===== src/inc/lcie_pkg.sv =====
/*
 * Shared constants and types for the per-channel interrupt trigger block:
 * register offsets inside a channel, field positions, reset values,
 * register selections and the packed carriers that join the modules.
 * Assumes channels repeat every 64 bytes of the 10-bit register address.
 */
`default_nettype none

package lcie_pkg;

    // ************************************************************
    // Geometry
    // ************************************************************
    localparam int CH_NUM = 16;
    localparam int CH_W   = 4;
    localparam int CH_LSB = 6;
    localparam int ADDR_W = 10;

    // ************************************************************
    // Register offsets inside one channel
    // ************************************************************
    localparam logic [CH_LSB-1:0] OFF_EDGE_SEL      = 6'h1a;
    localparam logic [CH_LSB-1:0] OFF_MASK_FIRST    = 6'h1b;
    localparam logic [CH_LSB-1:0] OFF_MASK_SECOND   = 6'h1c;
    localparam logic [CH_LSB-1:0] OFF_LIVE_FIRST    = 6'h1e;
    localparam logic [CH_LSB-1:0] OFF_LIVE_SECOND   = 6'h1f;
    localparam logic [CH_LSB-1:0] OFF_STICKY_FIRST  = 6'h20;
    localparam logic [CH_LSB-1:0] OFF_STICKY_SECOND = 6'h21;

    // ************************************************************
    // Reset values and implemented-bit masks
    // ************************************************************
    localparam logic [7:0] EDGE_SEL_RST      = 8'h00;
    localparam logic [7:0] MASK_FIRST_RST    = 8'hff;
    localparam logic [7:0] MASK_SECOND_RST   = 8'he3;
    localparam logic [7:0] EDGE_SEL_VALID    = 8'h7f;
    localparam logic [7:0] SECOND_VALID      = 8'he3;
    localparam logic [7:0] LIVE_FIRST_VALID  = 8'h1f;
    localparam logic [7:0] RD_IDLE           = 8'h00;

    // ************************************************************
    // Edge select field positions
    // ************************************************************
    localparam int ES_ALARM_IND = 6;
    localparam int ES_PATTERN   = 5;
    localparam int ES_OVERCUR   = 4;
    localparam int ES_TXCLK     = 3;
    localparam int ES_TXLOSS    = 2;
    localparam int ES_SIGLOSS   = 1;
    localparam int ES_INBAND    = 0;

    // ************************************************************
    // First group positions (masks, live and sticky alike)
    // ************************************************************
    localparam int F_AMPLITUDE = 7;
    localparam int F_TX_JITTER = 6;
    localparam int F_RX_JITTER = 5;
    localparam int F_OVERCUR   = 4;
    localparam int F_TXCLK     = 3;
    localparam int F_TXLOSS    = 2;
    localparam int F_SYS_LOSS  = 1;
    localparam int F_LINE_LOSS = 0;

    // ************************************************************
    // Second group positions
    // ************************************************************
    localparam int S_SYS_ALARM  = 7;
    localparam int S_LINE_ALARM = 6;
    localparam int S_PATTERN    = 5;
    localparam int S_ACTIVATE   = 1;
    localparam int S_DEACTIVATE = 0;

    // ************************************************************
    // Types
    // ************************************************************
    typedef enum logic [2:0] {
        REG_NONE          = 3'h0,
        REG_EDGE_SEL      = 3'h1,
        REG_MASK_FIRST    = 3'h3,
        REG_MASK_SECOND   = 3'h2,
        REG_LIVE_FIRST    = 3'h6,
        REG_LIVE_SECOND   = 3'h7,
        REG_STICKY_FIRST  = 3'h5,
        REG_STICKY_SECOND = 3'h4
    } lcie_reg_e;

    typedef struct packed {
        logic [7:0] first;
        logic [7:0] second;
    } lcie_pair_s;

    typedef struct packed {
        logic              wrStb;
        logic              rdStb;
        logic [ADDR_W-1:0] addr;
        logic [7:0]        wrData;
    } lcie_bus_req_s;

    typedef struct packed {
        logic [CH_NUM-1:0][7:0] edgeSel;
        logic [CH_NUM-1:0][7:0] maskFirst;
        logic [CH_NUM-1:0][7:0] maskSecond;
        logic [7:0]             rdData;
    } lcie_top_state_s;

    typedef struct packed {
        lcie_pair_s prev;
        lcie_pair_s sticky;
    } lcie_chan_state_s;

    typedef struct packed {
        logic irq;
    } lcie_gate_state_s;

endpackage

`default_nettype wire


===== src/rtl/lcie_line_channel_irq.sv =====
/*
 * Interrupt trigger and mask logic for sixteen line interface channels:
 * per channel an edge select register, two mask registers, live status
 * read-back and two write-one-to-clear sticky status registers, all
 * merged into one interrupt level.
 * Assumes the detectors deliver their live status bits synchronous to
 * ref_clk, and a register master that issues one-cycle strobes.
 */
// Chosen here: the plain strobed port.
// Contract
// [RL1] Alarm-indication edge select: rising or any edge.
// [RL2] Pattern-sync edge select: rising or any edge.
// [RL3] Overcurrent edge select: rising or any edge.
// [RL4] Transmit clock missing edge select likewise.
// [RL5] Transmit loss edge select: rising or any.
// [RL6] Signal loss select covers line and system.
// [RL7] Inband select covers activate and deactivate codes.
// [RL8] Mask zero enables; all masks reset set.
// [RL9] First mask bit 7 gates amplitude overflow.
// [RL10] First mask bit 6 gates transmit jitter FIFO.
// [RL11] First mask bit 5 gates receive jitter FIFO.
// [RL12] First mask bit 4 gates driver overcurrent.
// [RL13] First mask bit 3 gates missing transmit clock.
// [RL14] First mask bit 2 gates transmit loss.
// [RL15] First mask bit 1 gates system loss.
// [RL16] First mask bit 0 gates line loss.
// [RL17] Second mask bit 7 gates system alarm.
// [RL18] Second mask bit 6 gates line alarm.
// [RL19] Second bit 5 gates pattern; 4-2 reserved.
// [RL20] Second mask bit 1 gates activate code.
// [RL21] Second mask bit 0 gates deactivate code.
// [RL22] Writing one clears a sticky status flag.
// [RL23] Unmasked set sticky flag drives interrupt output.
// [RL24] Transitions found against previous clock's live value.
// [RL25] Sixteen channel copies spaced 0x40 apart.
`timescale 1ns/100ps
`default_nettype none

module lcie_line_channel_irq (
    input  wire logic                                        ref_clk,
    input  wire logic                                        nrst,
    input  wire lcie_pkg::lcie_bus_req_s                     busReq,
    output logic [7:0]                                       busRdData,
    input  wire lcie_pkg::lcie_pair_s [lcie_pkg::CH_NUM-1:0] liveStatus,
    output logic                                             irqOut
);

    // ************************************************************
    // Declarations
    // ************************************************************
    lcie_pkg::lcie_top_state_s                   state_ff;
    lcie_pkg::lcie_top_state_s                   nxt_state;
    lcie_pkg::lcie_reg_e                         busSel;
    logic [lcie_pkg::CH_W-1:0]                   busCh;
    logic [7:0]                                  rdValue;
    lcie_pkg::lcie_pair_s [lcie_pkg::CH_NUM-1:0] anyEdgeVec;
    lcie_pkg::lcie_pair_s [lcie_pkg::CH_NUM-1:0] clearVec;
    lcie_pkg::lcie_pair_s [lcie_pkg::CH_NUM-1:0] stickyVec;
    lcie_pkg::lcie_pair_s [lcie_pkg::CH_NUM-1:0] liveSeenVec;
    lcie_pkg::lcie_pair_s [lcie_pkg::CH_NUM-1:0] maskVec;

    // ************************************************************
    // Functions
    // ************************************************************

    // Maps a channel-local offset onto the register it selects.
    function automatic lcie_pkg::lcie_reg_e decodeReg(input logic [lcie_pkg::CH_LSB-1:0] offset);
        lcie_pkg::lcie_reg_e sel;
        sel = lcie_pkg::REG_NONE;
        case (offset)
            lcie_pkg::OFF_EDGE_SEL: begin
                sel = lcie_pkg::REG_EDGE_SEL;
            end
            lcie_pkg::OFF_MASK_FIRST: begin
                sel = lcie_pkg::REG_MASK_FIRST;
            end
            lcie_pkg::OFF_MASK_SECOND: begin
                sel = lcie_pkg::REG_MASK_SECOND;
            end
            lcie_pkg::OFF_LIVE_FIRST: begin
                sel = lcie_pkg::REG_LIVE_FIRST;
            end
            lcie_pkg::OFF_LIVE_SECOND: begin
                sel = lcie_pkg::REG_LIVE_SECOND;
            end
            lcie_pkg::OFF_STICKY_FIRST: begin
                sel = lcie_pkg::REG_STICKY_FIRST;
            end
            lcie_pkg::OFF_STICKY_SECOND: begin
                sel = lcie_pkg::REG_STICKY_SECOND;
            end
            default: begin
                sel = lcie_pkg::REG_NONE;
            end
        endcase
        return sel;
    endfunction

    // Spreads the seven edge select bits over the sticky bits they steer.
    // A zero bit means rising edge only; a one means either edge. The three
    // FIFO and amplitude events have no select bit and always take rising.
    function automatic lcie_pkg::lcie_pair_s expandEdgeSel(input logic [7:0] sel);
        lcie_pkg::lcie_pair_s any;
        any = '0;
        any.second[lcie_pkg::S_SYS_ALARM]  = sel[lcie_pkg::ES_ALARM_IND];    // RL1
        any.second[lcie_pkg::S_LINE_ALARM] = sel[lcie_pkg::ES_ALARM_IND];    // RL1
        any.second[lcie_pkg::S_PATTERN]    = sel[lcie_pkg::ES_PATTERN];      // RL2
        any.first[lcie_pkg::F_OVERCUR]     = sel[lcie_pkg::ES_OVERCUR];      // RL3
        any.first[lcie_pkg::F_TXCLK]       = sel[lcie_pkg::ES_TXCLK];        // RL4
        any.first[lcie_pkg::F_TXLOSS]      = sel[lcie_pkg::ES_TXLOSS];       // RL5
        any.first[lcie_pkg::F_LINE_LOSS]   = sel[lcie_pkg::ES_SIGLOSS];      // RL6
        any.first[lcie_pkg::F_SYS_LOSS]    = sel[lcie_pkg::ES_SIGLOSS];      // RL6
        any.second[lcie_pkg::S_ACTIVATE]   = sel[lcie_pkg::ES_INBAND];       // RL7
        any.second[lcie_pkg::S_DEACTIVATE] = sel[lcie_pkg::ES_INBAND];       // RL7
        return any;
    endfunction

    // ************************************************************
    // Address decode
    // ************************************************************

    // The channel number sits above the 64-byte channel window, so every
    // channel sees the same local offsets.
    assign busCh  = busReq.addr[lcie_pkg::ADDR_W-1:lcie_pkg::CH_LSB];          // RL25
    assign busSel = decodeReg(busReq.addr[lcie_pkg::CH_LSB-1:0]);              // RL25

    // ************************************************************
    // Read multiplexer
    // ************************************************************
    always_comb begin
        rdValue = lcie_pkg::RD_IDLE;
        case (busSel)
            lcie_pkg::REG_EDGE_SEL: begin
                rdValue = state_ff.edgeSel[busCh];
            end
            lcie_pkg::REG_MASK_FIRST: begin
                rdValue = state_ff.maskFirst[busCh];
            end
            lcie_pkg::REG_MASK_SECOND: begin
                rdValue = state_ff.maskSecond[busCh];
            end
            lcie_pkg::REG_LIVE_FIRST: begin
                rdValue = liveSeenVec[busCh].first & lcie_pkg::LIVE_FIRST_VALID;
            end
            lcie_pkg::REG_LIVE_SECOND: begin
                rdValue = liveSeenVec[busCh].second;
            end
            lcie_pkg::REG_STICKY_FIRST: begin
                rdValue = stickyVec[busCh].first;
            end
            lcie_pkg::REG_STICKY_SECOND: begin
                rdValue = stickyVec[busCh].second;
            end
            default: begin
                rdValue = lcie_pkg::RD_IDLE;
            end
        endcase
    end

    // ************************************************************
    // Register state update
    // ************************************************************

    // Reserved bits are dropped on write so they always read back as zero.
    always_comb begin
        nxt_state        = state_ff;
        nxt_state.rdData = lcie_pkg::RD_IDLE;
        if (busReq.wrStb) begin
            case (busSel)
                lcie_pkg::REG_EDGE_SEL: begin
                    nxt_state.edgeSel[busCh] = busReq.wrData & lcie_pkg::EDGE_SEL_VALID;
                end
                lcie_pkg::REG_MASK_FIRST: begin
                    nxt_state.maskFirst[busCh] = busReq.wrData;
                end
                lcie_pkg::REG_MASK_SECOND: begin
                    nxt_state.maskSecond[busCh] = busReq.wrData & lcie_pkg::SECOND_VALID;  // RL19
                end
                default: begin
                    nxt_state.rdData = lcie_pkg::RD_IDLE;
                end
            endcase
        end
        if (busReq.rdStb) begin
            nxt_state.rdData = rdValue;
        end
    end

    always_ff @(posedge ref_clk or negedge nrst) begin
        if (!nrst) begin
            for (int c = 0; c < lcie_pkg::CH_NUM; c++) begin
                state_ff.edgeSel[c]    <= lcie_pkg::EDGE_SEL_RST;
                state_ff.maskFirst[c]  <= lcie_pkg::MASK_FIRST_RST;                // RL8
                state_ff.maskSecond[c] <= lcie_pkg::MASK_SECOND_RST;               // RL8
            end
            state_ff.rdData <= lcie_pkg::RD_IDLE;
        end else begin
            state_ff <= nxt_state;
        end
    end

    // Read data is zero outside the cycle after a read strobe.
    assign busRdData = state_ff.rdData;

    // ************************************************************
    // Per-channel trigger logic
    // ************************************************************
    generate
        for (genvar c = 0; c < lcie_pkg::CH_NUM; c++) begin : g_chan
            logic hitCh;

            assign hitCh = busReq.wrStb && (busCh == lcie_pkg::CH_W'(c));

            // Write-one-to-clear: only the bits written as one are cleared.
            assign clearVec[c].first  = (hitCh && busSel == lcie_pkg::REG_STICKY_FIRST) ?
                                        busReq.wrData : 8'h00;                     // RL22
            assign clearVec[c].second = (hitCh && busSel == lcie_pkg::REG_STICKY_SECOND) ?
                                        busReq.wrData : 8'h00;                     // RL22

            assign anyEdgeVec[c] = expandEdgeSel(state_ff.edgeSel[c]);

            // Mask bit positions follow the sticky bit positions one for one.
            assign maskVec[c].first[lcie_pkg::F_AMPLITUDE] =
                state_ff.maskFirst[c][lcie_pkg::F_AMPLITUDE];                      // RL9
            assign maskVec[c].first[lcie_pkg::F_TX_JITTER] =
                state_ff.maskFirst[c][lcie_pkg::F_TX_JITTER];                      // RL10
            assign maskVec[c].first[lcie_pkg::F_RX_JITTER] =
                state_ff.maskFirst[c][lcie_pkg::F_RX_JITTER];                      // RL11
            assign maskVec[c].first[lcie_pkg::F_OVERCUR] =
                state_ff.maskFirst[c][lcie_pkg::F_OVERCUR];                        // RL12
            assign maskVec[c].first[lcie_pkg::F_TXCLK] =
                state_ff.maskFirst[c][lcie_pkg::F_TXCLK];                          // RL13
            assign maskVec[c].first[lcie_pkg::F_TXLOSS] =
                state_ff.maskFirst[c][lcie_pkg::F_TXLOSS];                         // RL14
            assign maskVec[c].first[lcie_pkg::F_SYS_LOSS] =
                state_ff.maskFirst[c][lcie_pkg::F_SYS_LOSS];                       // RL15
            assign maskVec[c].first[lcie_pkg::F_LINE_LOSS] =
                state_ff.maskFirst[c][lcie_pkg::F_LINE_LOSS];                      // RL16

            // Reserved sticky bits never set, so their mask positions are
            // held masked rather than left to chance.
            assign maskVec[c].second = state_ff.maskSecond[c] | ~lcie_pkg::SECOND_VALID;  // RL17 RL18 RL19 RL20 RL21

            lcie_chan_events u_events (
                .ref_clk        (ref_clk),
                .nrst           (nrst),
                .liveIn         (liveStatus[c]),
                .anyEdge        (anyEdgeVec[c]),
                .clearVec       (clearVec[c]),
                .stickyFirst    (stickyVec[c].first),
                .stickySecond   (stickyVec[c].second),
                .liveSeenFirst  (liveSeenVec[c].first),
                .liveSeenSecond (liveSeenVec[c].second)
            );
        end
    endgenerate

    // ************************************************************
    // Interrupt merge
    // ************************************************************
    lcie_irq_gate u_gate (
        .ref_clk   (ref_clk),
        .nrst      (nrst),
        .stickyVec (stickyVec),
        .maskVec   (maskVec),
        .irqOut    (irqOut)
    );

endmodule

`default_nettype wire


===== src/rtl/lcie_chan_events.sv =====
/*
 * One channel's transition detector and sticky interrupt status bits.
 * Assumes live inputs are synchronous to ref_clk and that clear vectors
 * are one-cycle pulses from the register decoder.
 */
`timescale 1ns/100ps
`default_nettype none

module lcie_chan_events (
    input  wire logic                 ref_clk,
    input  wire logic                 nrst,
    input  wire lcie_pkg::lcie_pair_s liveIn,
    input  wire lcie_pkg::lcie_pair_s anyEdge,
    input  wire lcie_pkg::lcie_pair_s clearVec,
    output logic [7:0]                stickyFirst,
    output logic [7:0]                stickySecond,
    output logic [7:0]                liveSeenFirst,
    output logic [7:0]                liveSeenSecond
);

    lcie_pkg::lcie_chan_state_s state_ff;
    lcie_pkg::lcie_chan_state_s nxt_state;
    lcie_pkg::lcie_pair_s       setVec;

    // ************************************************************
    // Transition detection and sticky update
    // ************************************************************
    always_comb begin
        setVec.first  = anyEdge.first & (liveIn.first ^ state_ff.prev.first) |          // RL24
                        ~anyEdge.first & liveIn.first & ~state_ff.prev.first;
        setVec.second = (anyEdge.second & (liveIn.second ^ state_ff.prev.second) |
                        ~anyEdge.second & liveIn.second & ~state_ff.prev.second) &
                        lcie_pkg::SECOND_VALID;
        nxt_state.prev          = liveIn;                                               // RL24
        // A set in the same cycle as a clear wins, so no event is lost.
        nxt_state.sticky.first  = (state_ff.sticky.first & ~clearVec.first) | setVec.first;    // RL22
        nxt_state.sticky.second = (state_ff.sticky.second & ~clearVec.second) | setVec.second; // RL22
    end

    always_ff @(posedge ref_clk or negedge nrst) begin
        if (!nrst) begin
            state_ff <= '0;
        end else begin
            state_ff <= nxt_state;
        end
    end

    assign stickyFirst    = state_ff.sticky.first;
    assign stickySecond   = state_ff.sticky.second;
    assign liveSeenFirst  = state_ff.prev.first;
    assign liveSeenSecond = state_ff.prev.second & lcie_pkg::SECOND_VALID;

endmodule

`default_nettype wire


===== src/rtl/lcie_irq_gate.sv =====
/*
 * Masks every channel's sticky status bits and merges them into the one
 * registered interrupt level. Assumes a mask bit of one blocks its source.
 */
`timescale 1ns/100ps
`default_nettype none

module lcie_irq_gate (
    input  wire logic                                        ref_clk,
    input  wire logic                                        nrst,
    input  wire lcie_pkg::lcie_pair_s [lcie_pkg::CH_NUM-1:0] stickyVec,
    input  wire lcie_pkg::lcie_pair_s [lcie_pkg::CH_NUM-1:0] maskVec,
    output logic                                             irqOut
);

    lcie_pkg::lcie_gate_state_s state_ff;
    lcie_pkg::lcie_gate_state_s nxt_state;

    always_comb begin
        nxt_state.irq = 1'b0;
        for (int c = 0; c < lcie_pkg::CH_NUM; c++) begin
            nxt_state.irq = nxt_state.irq |
                            (|(stickyVec[c].first & ~maskVec[c].first)) |            // RL23
                            (|(stickyVec[c].second & ~maskVec[c].second));           // RL23
        end
    end

    always_ff @(posedge ref_clk or negedge nrst) begin
        if (!nrst) begin
            state_ff <= '0;
        end else begin
            state_ff <= nxt_state;
        end
    end

    assign irqOut = state_ff.irq;

endmodule

`default_nettype wire


===== config.mk =====
export PLATFORM = sky130hd
export DESIGN_NAME = lcie_line_channel_irq
export DESIGN_NICKNAME = d
export VERILOG_FILES = /design/src/inc/lcie_pkg.sv /design/src/rtl/lcie_line_channel_irq.sv /design/src/rtl/lcie_chan_events.sv /design/src/rtl/lcie_irq_gate.sv
export SDC_FILE = /design/constraint.sdc
export NUM_CORES = 1
export LEC_CHECK = 0
export ABC_AREA = 0
export BUFFER_PORTS_ARGS = -buffer_cell sky130_fd_sc_hd__buf_4
export CAP_MARGIN = 25
export CORE_MARGIN = 8
export CORE_UTILIZATION = 56
export CTS_CLUSTER_DIAMETER = 200
export DETAILED_ROUTE_END_ITERATION = 6
export PLACE_DENSITY = 0.82
export SETUP_SLACK_MARGIN = 0.05
export SYNTH_ARGS = -nofsm -noshare
export SYNTH_HDL_FRONTEND = slang
export SYNTH_SLANG_ARGS = --single-unit

===== constraint.sdc =====
create_clock -name ref_clk -period 2.7 [get_ports ref_clk]
set_clock_uncertainty 0.15 [all_clocks]
set_input_delay 0.405 -clock ref_clk [delete_from_list [all_inputs] [get_ports ref_clk]]
set_output_delay 0.405 -clock ref_clk [all_outputs]
set_load 0.01 [all_outputs]

==> impl_results.rst, run 1 <==
.. list-table::
   :header-rows: 1

   * - Metric
     - Value
   * - Clock tree from TritonCTS
     - done
   * - Max Cap Viol
     - 0
   * - # port buffers
     - 238
   * - Ys flop type
     - sky130_fd_sc_hd__dfrtp_1
   * - Failing checks
     - design-rule violations
   * - Share of the clock period used by the worst path
     - 95.0%
   * - Initial core utilization
     - 56.4%
   * - Average wire per cell in the routed design
     - 33.5 um
   * - Worst-case setup margin in the final layout
     - 134 ps
   * - Mean instance size in the synthesized netlist
     - 12.0 sq um
   * - Max IR drop VDD
     - 468 uV
   * - Count of flip-flops with a built-in enable after synthesis
     - 0
   * - Power density normalized to cell area
     - 553 mW/mm^2
   * - Maximum fanout along the worst path
     - 3
   * - Most common cell after layout, fill and taps aside
     - sky130_fd_sc_hd__dfrtp_1
   * - DRT iter0 DRCs
     - 4925
   * - Worst slew margin
     - 41.3%
   * - Worst min-delay path class
     - input pin to flip-flop
   * - Pin slew with the least headroom to its limit
     - 879 ps
   * - Count of warnings emitted by yosys
     - 0
   * - Area of the die
     - 0.0761 sq mm
   * - Global-route wire length before repair
     - 232 mm
   * - Final hold vios
     - 0
   * - Startpoint-to-endpoint class of the critical path
     - flip-flop to flip-flop
   * - Clock root buffer master
     - sky130_fd_sc_hd__clkbuf_16
   * - Total Wirelength
     - 161 mm
   * - Seq cells post-synth
     - 793
   * - Post-cts sizing count
     - 0
   * - Critical path capture point type
     - flip-flop
   * - Initial antenna violation count
     - 9
   * - Routed via count
     - 32500
   * - Final setup violation count
     - 0
   * - Share of cells above drive strength 1
     - 36.6%
   * - Area growth, synth to finish
     - 28.4%
   * - Highest-count cells in the layout ignoring fill and taps
     - 585 x sky130_fd_sc_hd__dfrtp_1, 444 x sky130_fd_sc_hd__buf_4, 424 x sky130_fd_sc_hd__nand2_1
   * - Mapped cell area
     - 0.0378 sq mm
   * - Source-to-sink clock delay at the later pin of the worst-skew pair
     - 680 ps
   * - Core ar.
     - 0.0670 sq mm
   * - F_max
     - 0.390 GHz
   * - Outcome
     - finished with violations
   * - Pins Over Slew Limit
     - 0
   * - Boundary Pins
     - 287
   * - Mapped Cells
     - 3145
   * - Setup repair after global routing missed its margin
     - false
   * - Overflow left after global routing
     - 0
   * - Via-to-Cell Ratio
     - 6.78
   * - Net count reported at finish
     - 4124
   * - Die outline width
     - 276 um
   * - Setup WS pre-CTS
     - -176 ps
   * - Slowest cell on crit path
     - sky130_fd_sc_hd__dfstp_2
   * - CP peak stage delay
     - 550 ps
   * - Clk slew on worst S/H paths
     - 70 ps
   * - Largest net degree at the start of global routing
     - 91
   * - Number of sinks driven by the clock tree
     - 793
   * - Vias in the first global route
     - 33500
   * - Critical path data required time
     - 3070 ps
   * - All-layer global routing usage
     - 42.7%
   * - Detail Route Antenna Nets
     - 0
   * - Critical Path AT
     - 2940 ps
   * - Final HPWL DP
     - 113 mm
   * - Final period demand of the worst path
     - 2570 ps
   * - Final GP Congestion
     - 1.08
   * - Sequential element share of the synthesized area
     - 53.2%
   * - Max Root-Sink Buffers
     - 3
   * - Static Leakage
     - 22.1 nW
   * - Number of CTS-inserted buffers
     - 84
   * - Share of flip-flops with an asynchronous set or reset after synthesis
     - 100%
   * - Synth Net Count
     - 3423
   * - Chain of cells forming the critical path
     - nand2b_1, buf_12, o2111ai_1, buf_4, a2111oi_0, nand4_1, nor3_1, nand3_1
   * - Count of standard-cell rows
     - 95
   * - Kind of launch point of the worst setup path
     - flip-flop
   * - Height of the chip
     - 276 um
   * - Post-synth cell types
     - 50
   * - CTS HTree Levels
     - 3
   * - Number of remaining DRC errors
     - 2
   * - Final Core Density
     - 72.5%
   * - Iteration count of the initial detailed-routing pass
     - 7
[flip-flops by register name (all words and copies together) (netlist names)]
| signal | count |
|---|---|
| g_chan.u_events.stickySecond | 128 |
| g_chan.u_events.stickyFirst | 128 |
| maskVec | 208 |
| anyEdgeVec | 112 |
| busRdData | 8 |
| g_chan.u_events.liveSeenFirst | 128 |
| g_chan.u_events.liveSeenSecond | 80 |
| u_gate.irqOut | 1 |
[stage by stage]
step | hold slack, ps | std cells | area [sq um] | total power (W) | setup TNS [ps]
after floorplan | -40.6 | 3145 | 37800 | 0.0133 | 0
after global placement | 317 | 4424 | 43600 | 0.0144 | -7630
after detailed placement | 306 | 4424 | 43600 | 0.0145 | -11990
after CTS | 86.2 | 4786 | 48600 | 0.0266 | 0
after global routing | 120 | 4786 | 48600 | 0.0274 | 0
final | 115 | 4789 | 48600 | 0.0269 | 0
[power by group]
| group | internal [W] | switching (W) | leakage [nW] |
|---|---|---|---|
| registers | 0.0122 | 0.000213 | 8.74 |
| logic | 0.00101 | 0.00123 | 11.9 |
| clock network | 0.00707 | 0.00517 | 1.39 |
[kinds of logic after synthesis]
group                  after synthesis  share of synthesized area (%)
AO/OA/AOI/OAI                      479                           10.2
buffers and inverters              551                           6.07
flip-flops                         793                           53.2
multiplexers                       556                           21.3
AND/OR/NAND/NOR                    766                           9.22
[timing repair]
item                                   4_1_cts  5_1_grt
hold buffers                               209        0
buffers inserted                             0        0
endpoints found under the hold margin      432        0
[cells in the mapped netlist, types with 26 or more instances]
cell type	number	area, sq um
sky130_fd_sc_hd__a21boi_0	49	368
sky130_fd_sc_hd__a221o_1	160	1600
sky130_fd_sc_hd__a22o_1	51	447
sky130_fd_sc_hd__a22oi_1	26	195
sky130_fd_sc_hd__buf_2	38	190
sky130_fd_sc_hd__clkbuf_1	57	214
sky130_fd_sc_hd__dfrtp_1	585	14600
sky130_fd_sc_hd__dfstp_2	208	5470
sky130_fd_sc_hd__inv_1	406	1520
sky130_fd_sc_hd__mux2_2	315	3550
sky130_fd_sc_hd__mux2i_1	73	731
sky130_fd_sc_hd__mux4_2	168	3780
sky130_fd_sc_hd__nand2_1	424	1590
sky130_fd_sc_hd__nor2_1	159	597
sky130_fd_sc_hd__nor2_4	28	315
sky130_fd_sc_hd__o22ai_1	94	588
[layout make-up]
cell class	count	area, sq um
Timing Repair Buffer	760	7550
Sequential cell	793	20100
Tap cell	873	1090
Antenna cell	3	7.51
Clock buffer	116	2380
Fill cell	4221	18500
Clock inverter	37	475
Inverter	406	1520
Multi-Input combinational cell	1801	15400
[worst max-delay path, delay by kind of cell, from the launching register on]
kind | cells | cell delay [ps]
and+or+nand+nor | 4 | 700
DFF | 1 | 550
buffers and inverters | 2 | 330
AOI/OAI and AO/OA | 2 | 670
[layer usage]
layer / global-route usage [%] / wire, um / vias to the layer above / part of all wire, %
li1: - / - / 12600 / -
met1: 51.7 / 54100 / 16200 / 34
met2: 62.3 / 68500 / 2774 / 43
met3: 15.0 / 21700 / 828 / 13
met4: 32.8 / 16300 / 10 / 10
met5: 0 / 69 / - / 0.043
[path summary, 6_finish.rpt]
| kind | from | endpoint | slack [ps] | depth (start not counted) |
|---|---|---|---|---|
| hold / removal | busReq[5] | g_chan[14].u_events.stickySecond[5] | 120 | 3 |
| setup / recovery | maskVec[44] | u_gate.irqOut | 130 | 8 |
| max in group asynchronous | nrst | maskVec[47] | 1210 | 3 |
| setup reg to reg | maskVec[44] | u_gate.irqOut | 130 | 8 |
| hold reg to reg | maskVec[62] | maskVec[62] | 360 | 2 |
| min in group asynchronous | nrst | anyEdgeVec[104] | 220 | 2 |
(Power assumes the default switching activity.)
==> run 2, diff against run 1 <==
- PLACE_DENSITY: 0.82 -> 0.79
==> impl_results.rst, run 2 (synthesized netlist as in run 1, its figures left out) <==
.. list-table::
   :header-rows: 1

   * - Metric
     - Value
   * - Post-CTS Setup Inserts
     - 0
   * - Source-to-sink clock delay at the later pin of the worst-skew pair
     - 650 ps
   * - Kind of launch point of the worst setup path
     - flip-flop
   * - Final hold vios
     - 0
   * - Worst hold margin
     - 84.9 ps
   * - Iteration count of the initial detailed-routing pass
     - 6
   * - Pins Over Slew Limit
     - 0
   * - Number of cells in the design after placement
     - 4435
   * - Max Root-Sink Buffers
     - 3
   * - Overflow left after global routing
     - 0
   * - CP Buf/Inv Count
     - 0
   * - DRT iter0 DRCs
     - 4768
   * - Clock tree from TritonCTS
     - done
   * - Final setup violation count
     - 0
   * - Count of standard-cell rows
     - 95
   * - Share of the clock period used by the worst path
     - 95.3%
   * - Average wire per cell in the routed design
     - 32.8 um
   * - Total Wirelength
     - 158 mm
   * - Setup repair after global routing missed its margin
     - false
   * - Most common cell after layout, fill and taps aside
     - sky130_fd_sc_hd__dfrtp_1
   * - Max Cap Viol
     - 0
   * - All-layer global routing usage
     - 41.7%
   * - Static Leakage
     - 22.1 nW
   * - Category of cells accounting for the largest share of critical-path delay
     - compound AO/OA/AOI/OAI gates
   * - Clk slew on worst S/H paths
     - 60 ps
   * - Number of non-filler instances in the completed layout
     - 4803
   * - Global-route wire length before repair
     - 228 mm
   * - Startpoint-to-endpoint class of the critical path
     - flip-flop to flip-flop
   * - Worst slew margin
     - 42.9%
   * - # port buffers
     - 238
   * - CP peak stage delay
     - 540 ps
   * - Initial antenna violation count
     - 9
   * - Final period demand of the worst path
     - 2570 ps
   * - Final Core Density
     - 72.4%
   * - Final GP Congestion
     - 1.07
   * - Net count reported at finish
     - 4134
   * - Final total power
     - 0.0272 W
   * - Flip-flop count of the largest register, all copies and words added
     - 208
   * - Final HPWL DP
     - 113 mm
   * - Worst-case setup margin in the final layout
     - 126 ps
   * - Max IR drop VDD
     - 636 uV
   * - Slowest cell on crit path
     - sky130_fd_sc_hd__dfstp_2
   * - Maximum fanout along the worst path
     - 3
   * - CTS HTree Levels
     - 3
   * - Worst min-delay path class
     - input pin to flip-flop
   * - Share of cells above drive strength 1
     - 36.9%
   * - Initial core utilization
     - 56.4%
   * - Via-to-Cell Ratio
     - 6.68
   * - Clock root buffer master
     - sky130_fd_sc_hd__clkbuf_16
   * - Area of the die
     - 0.0761 sq mm
   * - Boundary Pins
     - 287
   * - Critical path capture point type
     - flip-flop
   * - Critical path data required time
     - 3030 ps
   * - Critical Path AT
     - 2910 ps
   * - Setup WS pre-CTS
     - -286 ps
   * - Number of sinks driven by the clock tree
     - 793
   * - Post-cts sizing count
     - 0
   * - Die outline width
     - 276 um
   * - Number of CTS-inserted buffers
     - 83
   * - F_max
     - 0.389 GHz
   * - Highest-count cells in the layout ignoring fill and taps
     - 585 x sky130_fd_sc_hd__dfrtp_1, 477 x sky130_fd_sc_hd__buf_4, 424 x sky130_fd_sc_hd__nand2_1
   * - Number of remaining DRC errors
     - 0
   * - Outcome
     - finished clean
   * - Power density normalized to cell area
     - 561 mW/mm^2
   * - Detail Route Antenna Nets
     - 0
   * - Area growth, synth to finish
     - 28.3%
   * - Core ar.
     - 0.0670 sq mm
   * - Pin slew with the least headroom to its limit
     - 857 ps
   * - Chain of cells forming the critical path
     - nand2b_1, o2111ai_1, a2111oi_0, nand4_1, nor3_1, nand3_1
   * - Routed via count
     - 32100
   * - Height of the chip
     - 276 um
   * - Largest net degree at the start of global routing
     - 124
   * - Vias in the first global route
     - 32900
## run 2: cell types whose count changed in the layout (fill, tap and decap cells not counted), sizes merged
cell,delta
buf,+11
clkbuf,-7
bufinv,+5
clkinv,+4
diode,+4
clkinvlp,-3
## run 2: repair_timing
item | CTS | global route
endpoints found under the hold margin | 593 | 0
hold buffers | 209 | 0
setup endpoints to repair | 0 | 0
## run 2: worst reg2reg max path, stage by stage, from the launching register on
cell                        delay (ps)
sky130_fd_sc_hd__dfstp_2           540
sky130_fd_sc_hd__nand2b_1          260
sky130_fd_sc_hd__o2111ai_1         380
sky130_fd_sc_hd__a2111oi_0         540
sky130_fd_sc_hd__nand4_1           160
sky130_fd_sc_hd__nor3_1            200
sky130_fd_sc_hd__nand3_1           170
## run 2: where the power goes
part	leakage (nW)	internal (W)	switching (W)
clock	1.47	0.00760	0.00504
combinational	11.9	0.000978	0.00121
sequential	8.74	0.0122	0.000204
total	22.1	0.0207	0.00645
## run 2: cell type report
class | count | area [sq um]
Inverter | 406 | 1520
Timing Repair Buffer | 771 | 7360
Clock buffer | 109 | 2400
Antenna cell | 7 | 17.5
Clock inverter | 43 | 582
Tap cell | 873 | 1090
Multi-Input combinational cell | 1801 | 15400
Fill cell | 4269 | 18500
Sequential cell | 793 | 20100
## run 2: routing by layer
layer / part of all wire [%] / routed length [um] / global-route usage [%]
met5: 0.046 / 72 / 0
met4: 9.3 / 14700 / 29.9
met3: 13 / 20000 / 12.3
met2: 43 / 68300 / 61.9
met1: 35 / 54700 / 52.1
## run 2: worst paths after layout
kind                              start                             endpoint  slack, ps  cells past startpoint
min in group asynchronous          nrst  g_chan[0].u_events.liveSeenFirst[2]        120                      2
hold reg to reg            maskVec[184]                         maskVec[184]        360                      2
hold / removal                busReq[1]    g_chan[9].u_events.stickyFirst[1]         80                      3
setup / recovery            maskVec[44]                        u_gate.irqOut        130                      6
max in group asynchronous          nrst    g_chan[6].u_events.stickyFirst[6]       1230                      3
setup reg to reg            maskVec[44]                        u_gate.irqOut        130                      6
## run 2: stage by stage
step | instance area [sq um] | TNS (ps)
final | 48500 | 0
after global routing | 48500 | 0
after CTS | 48500 | 0
after detailed placement | 43400 | -24050
after global placement | 43400 | -18660
after floorplan | 37800 | 0
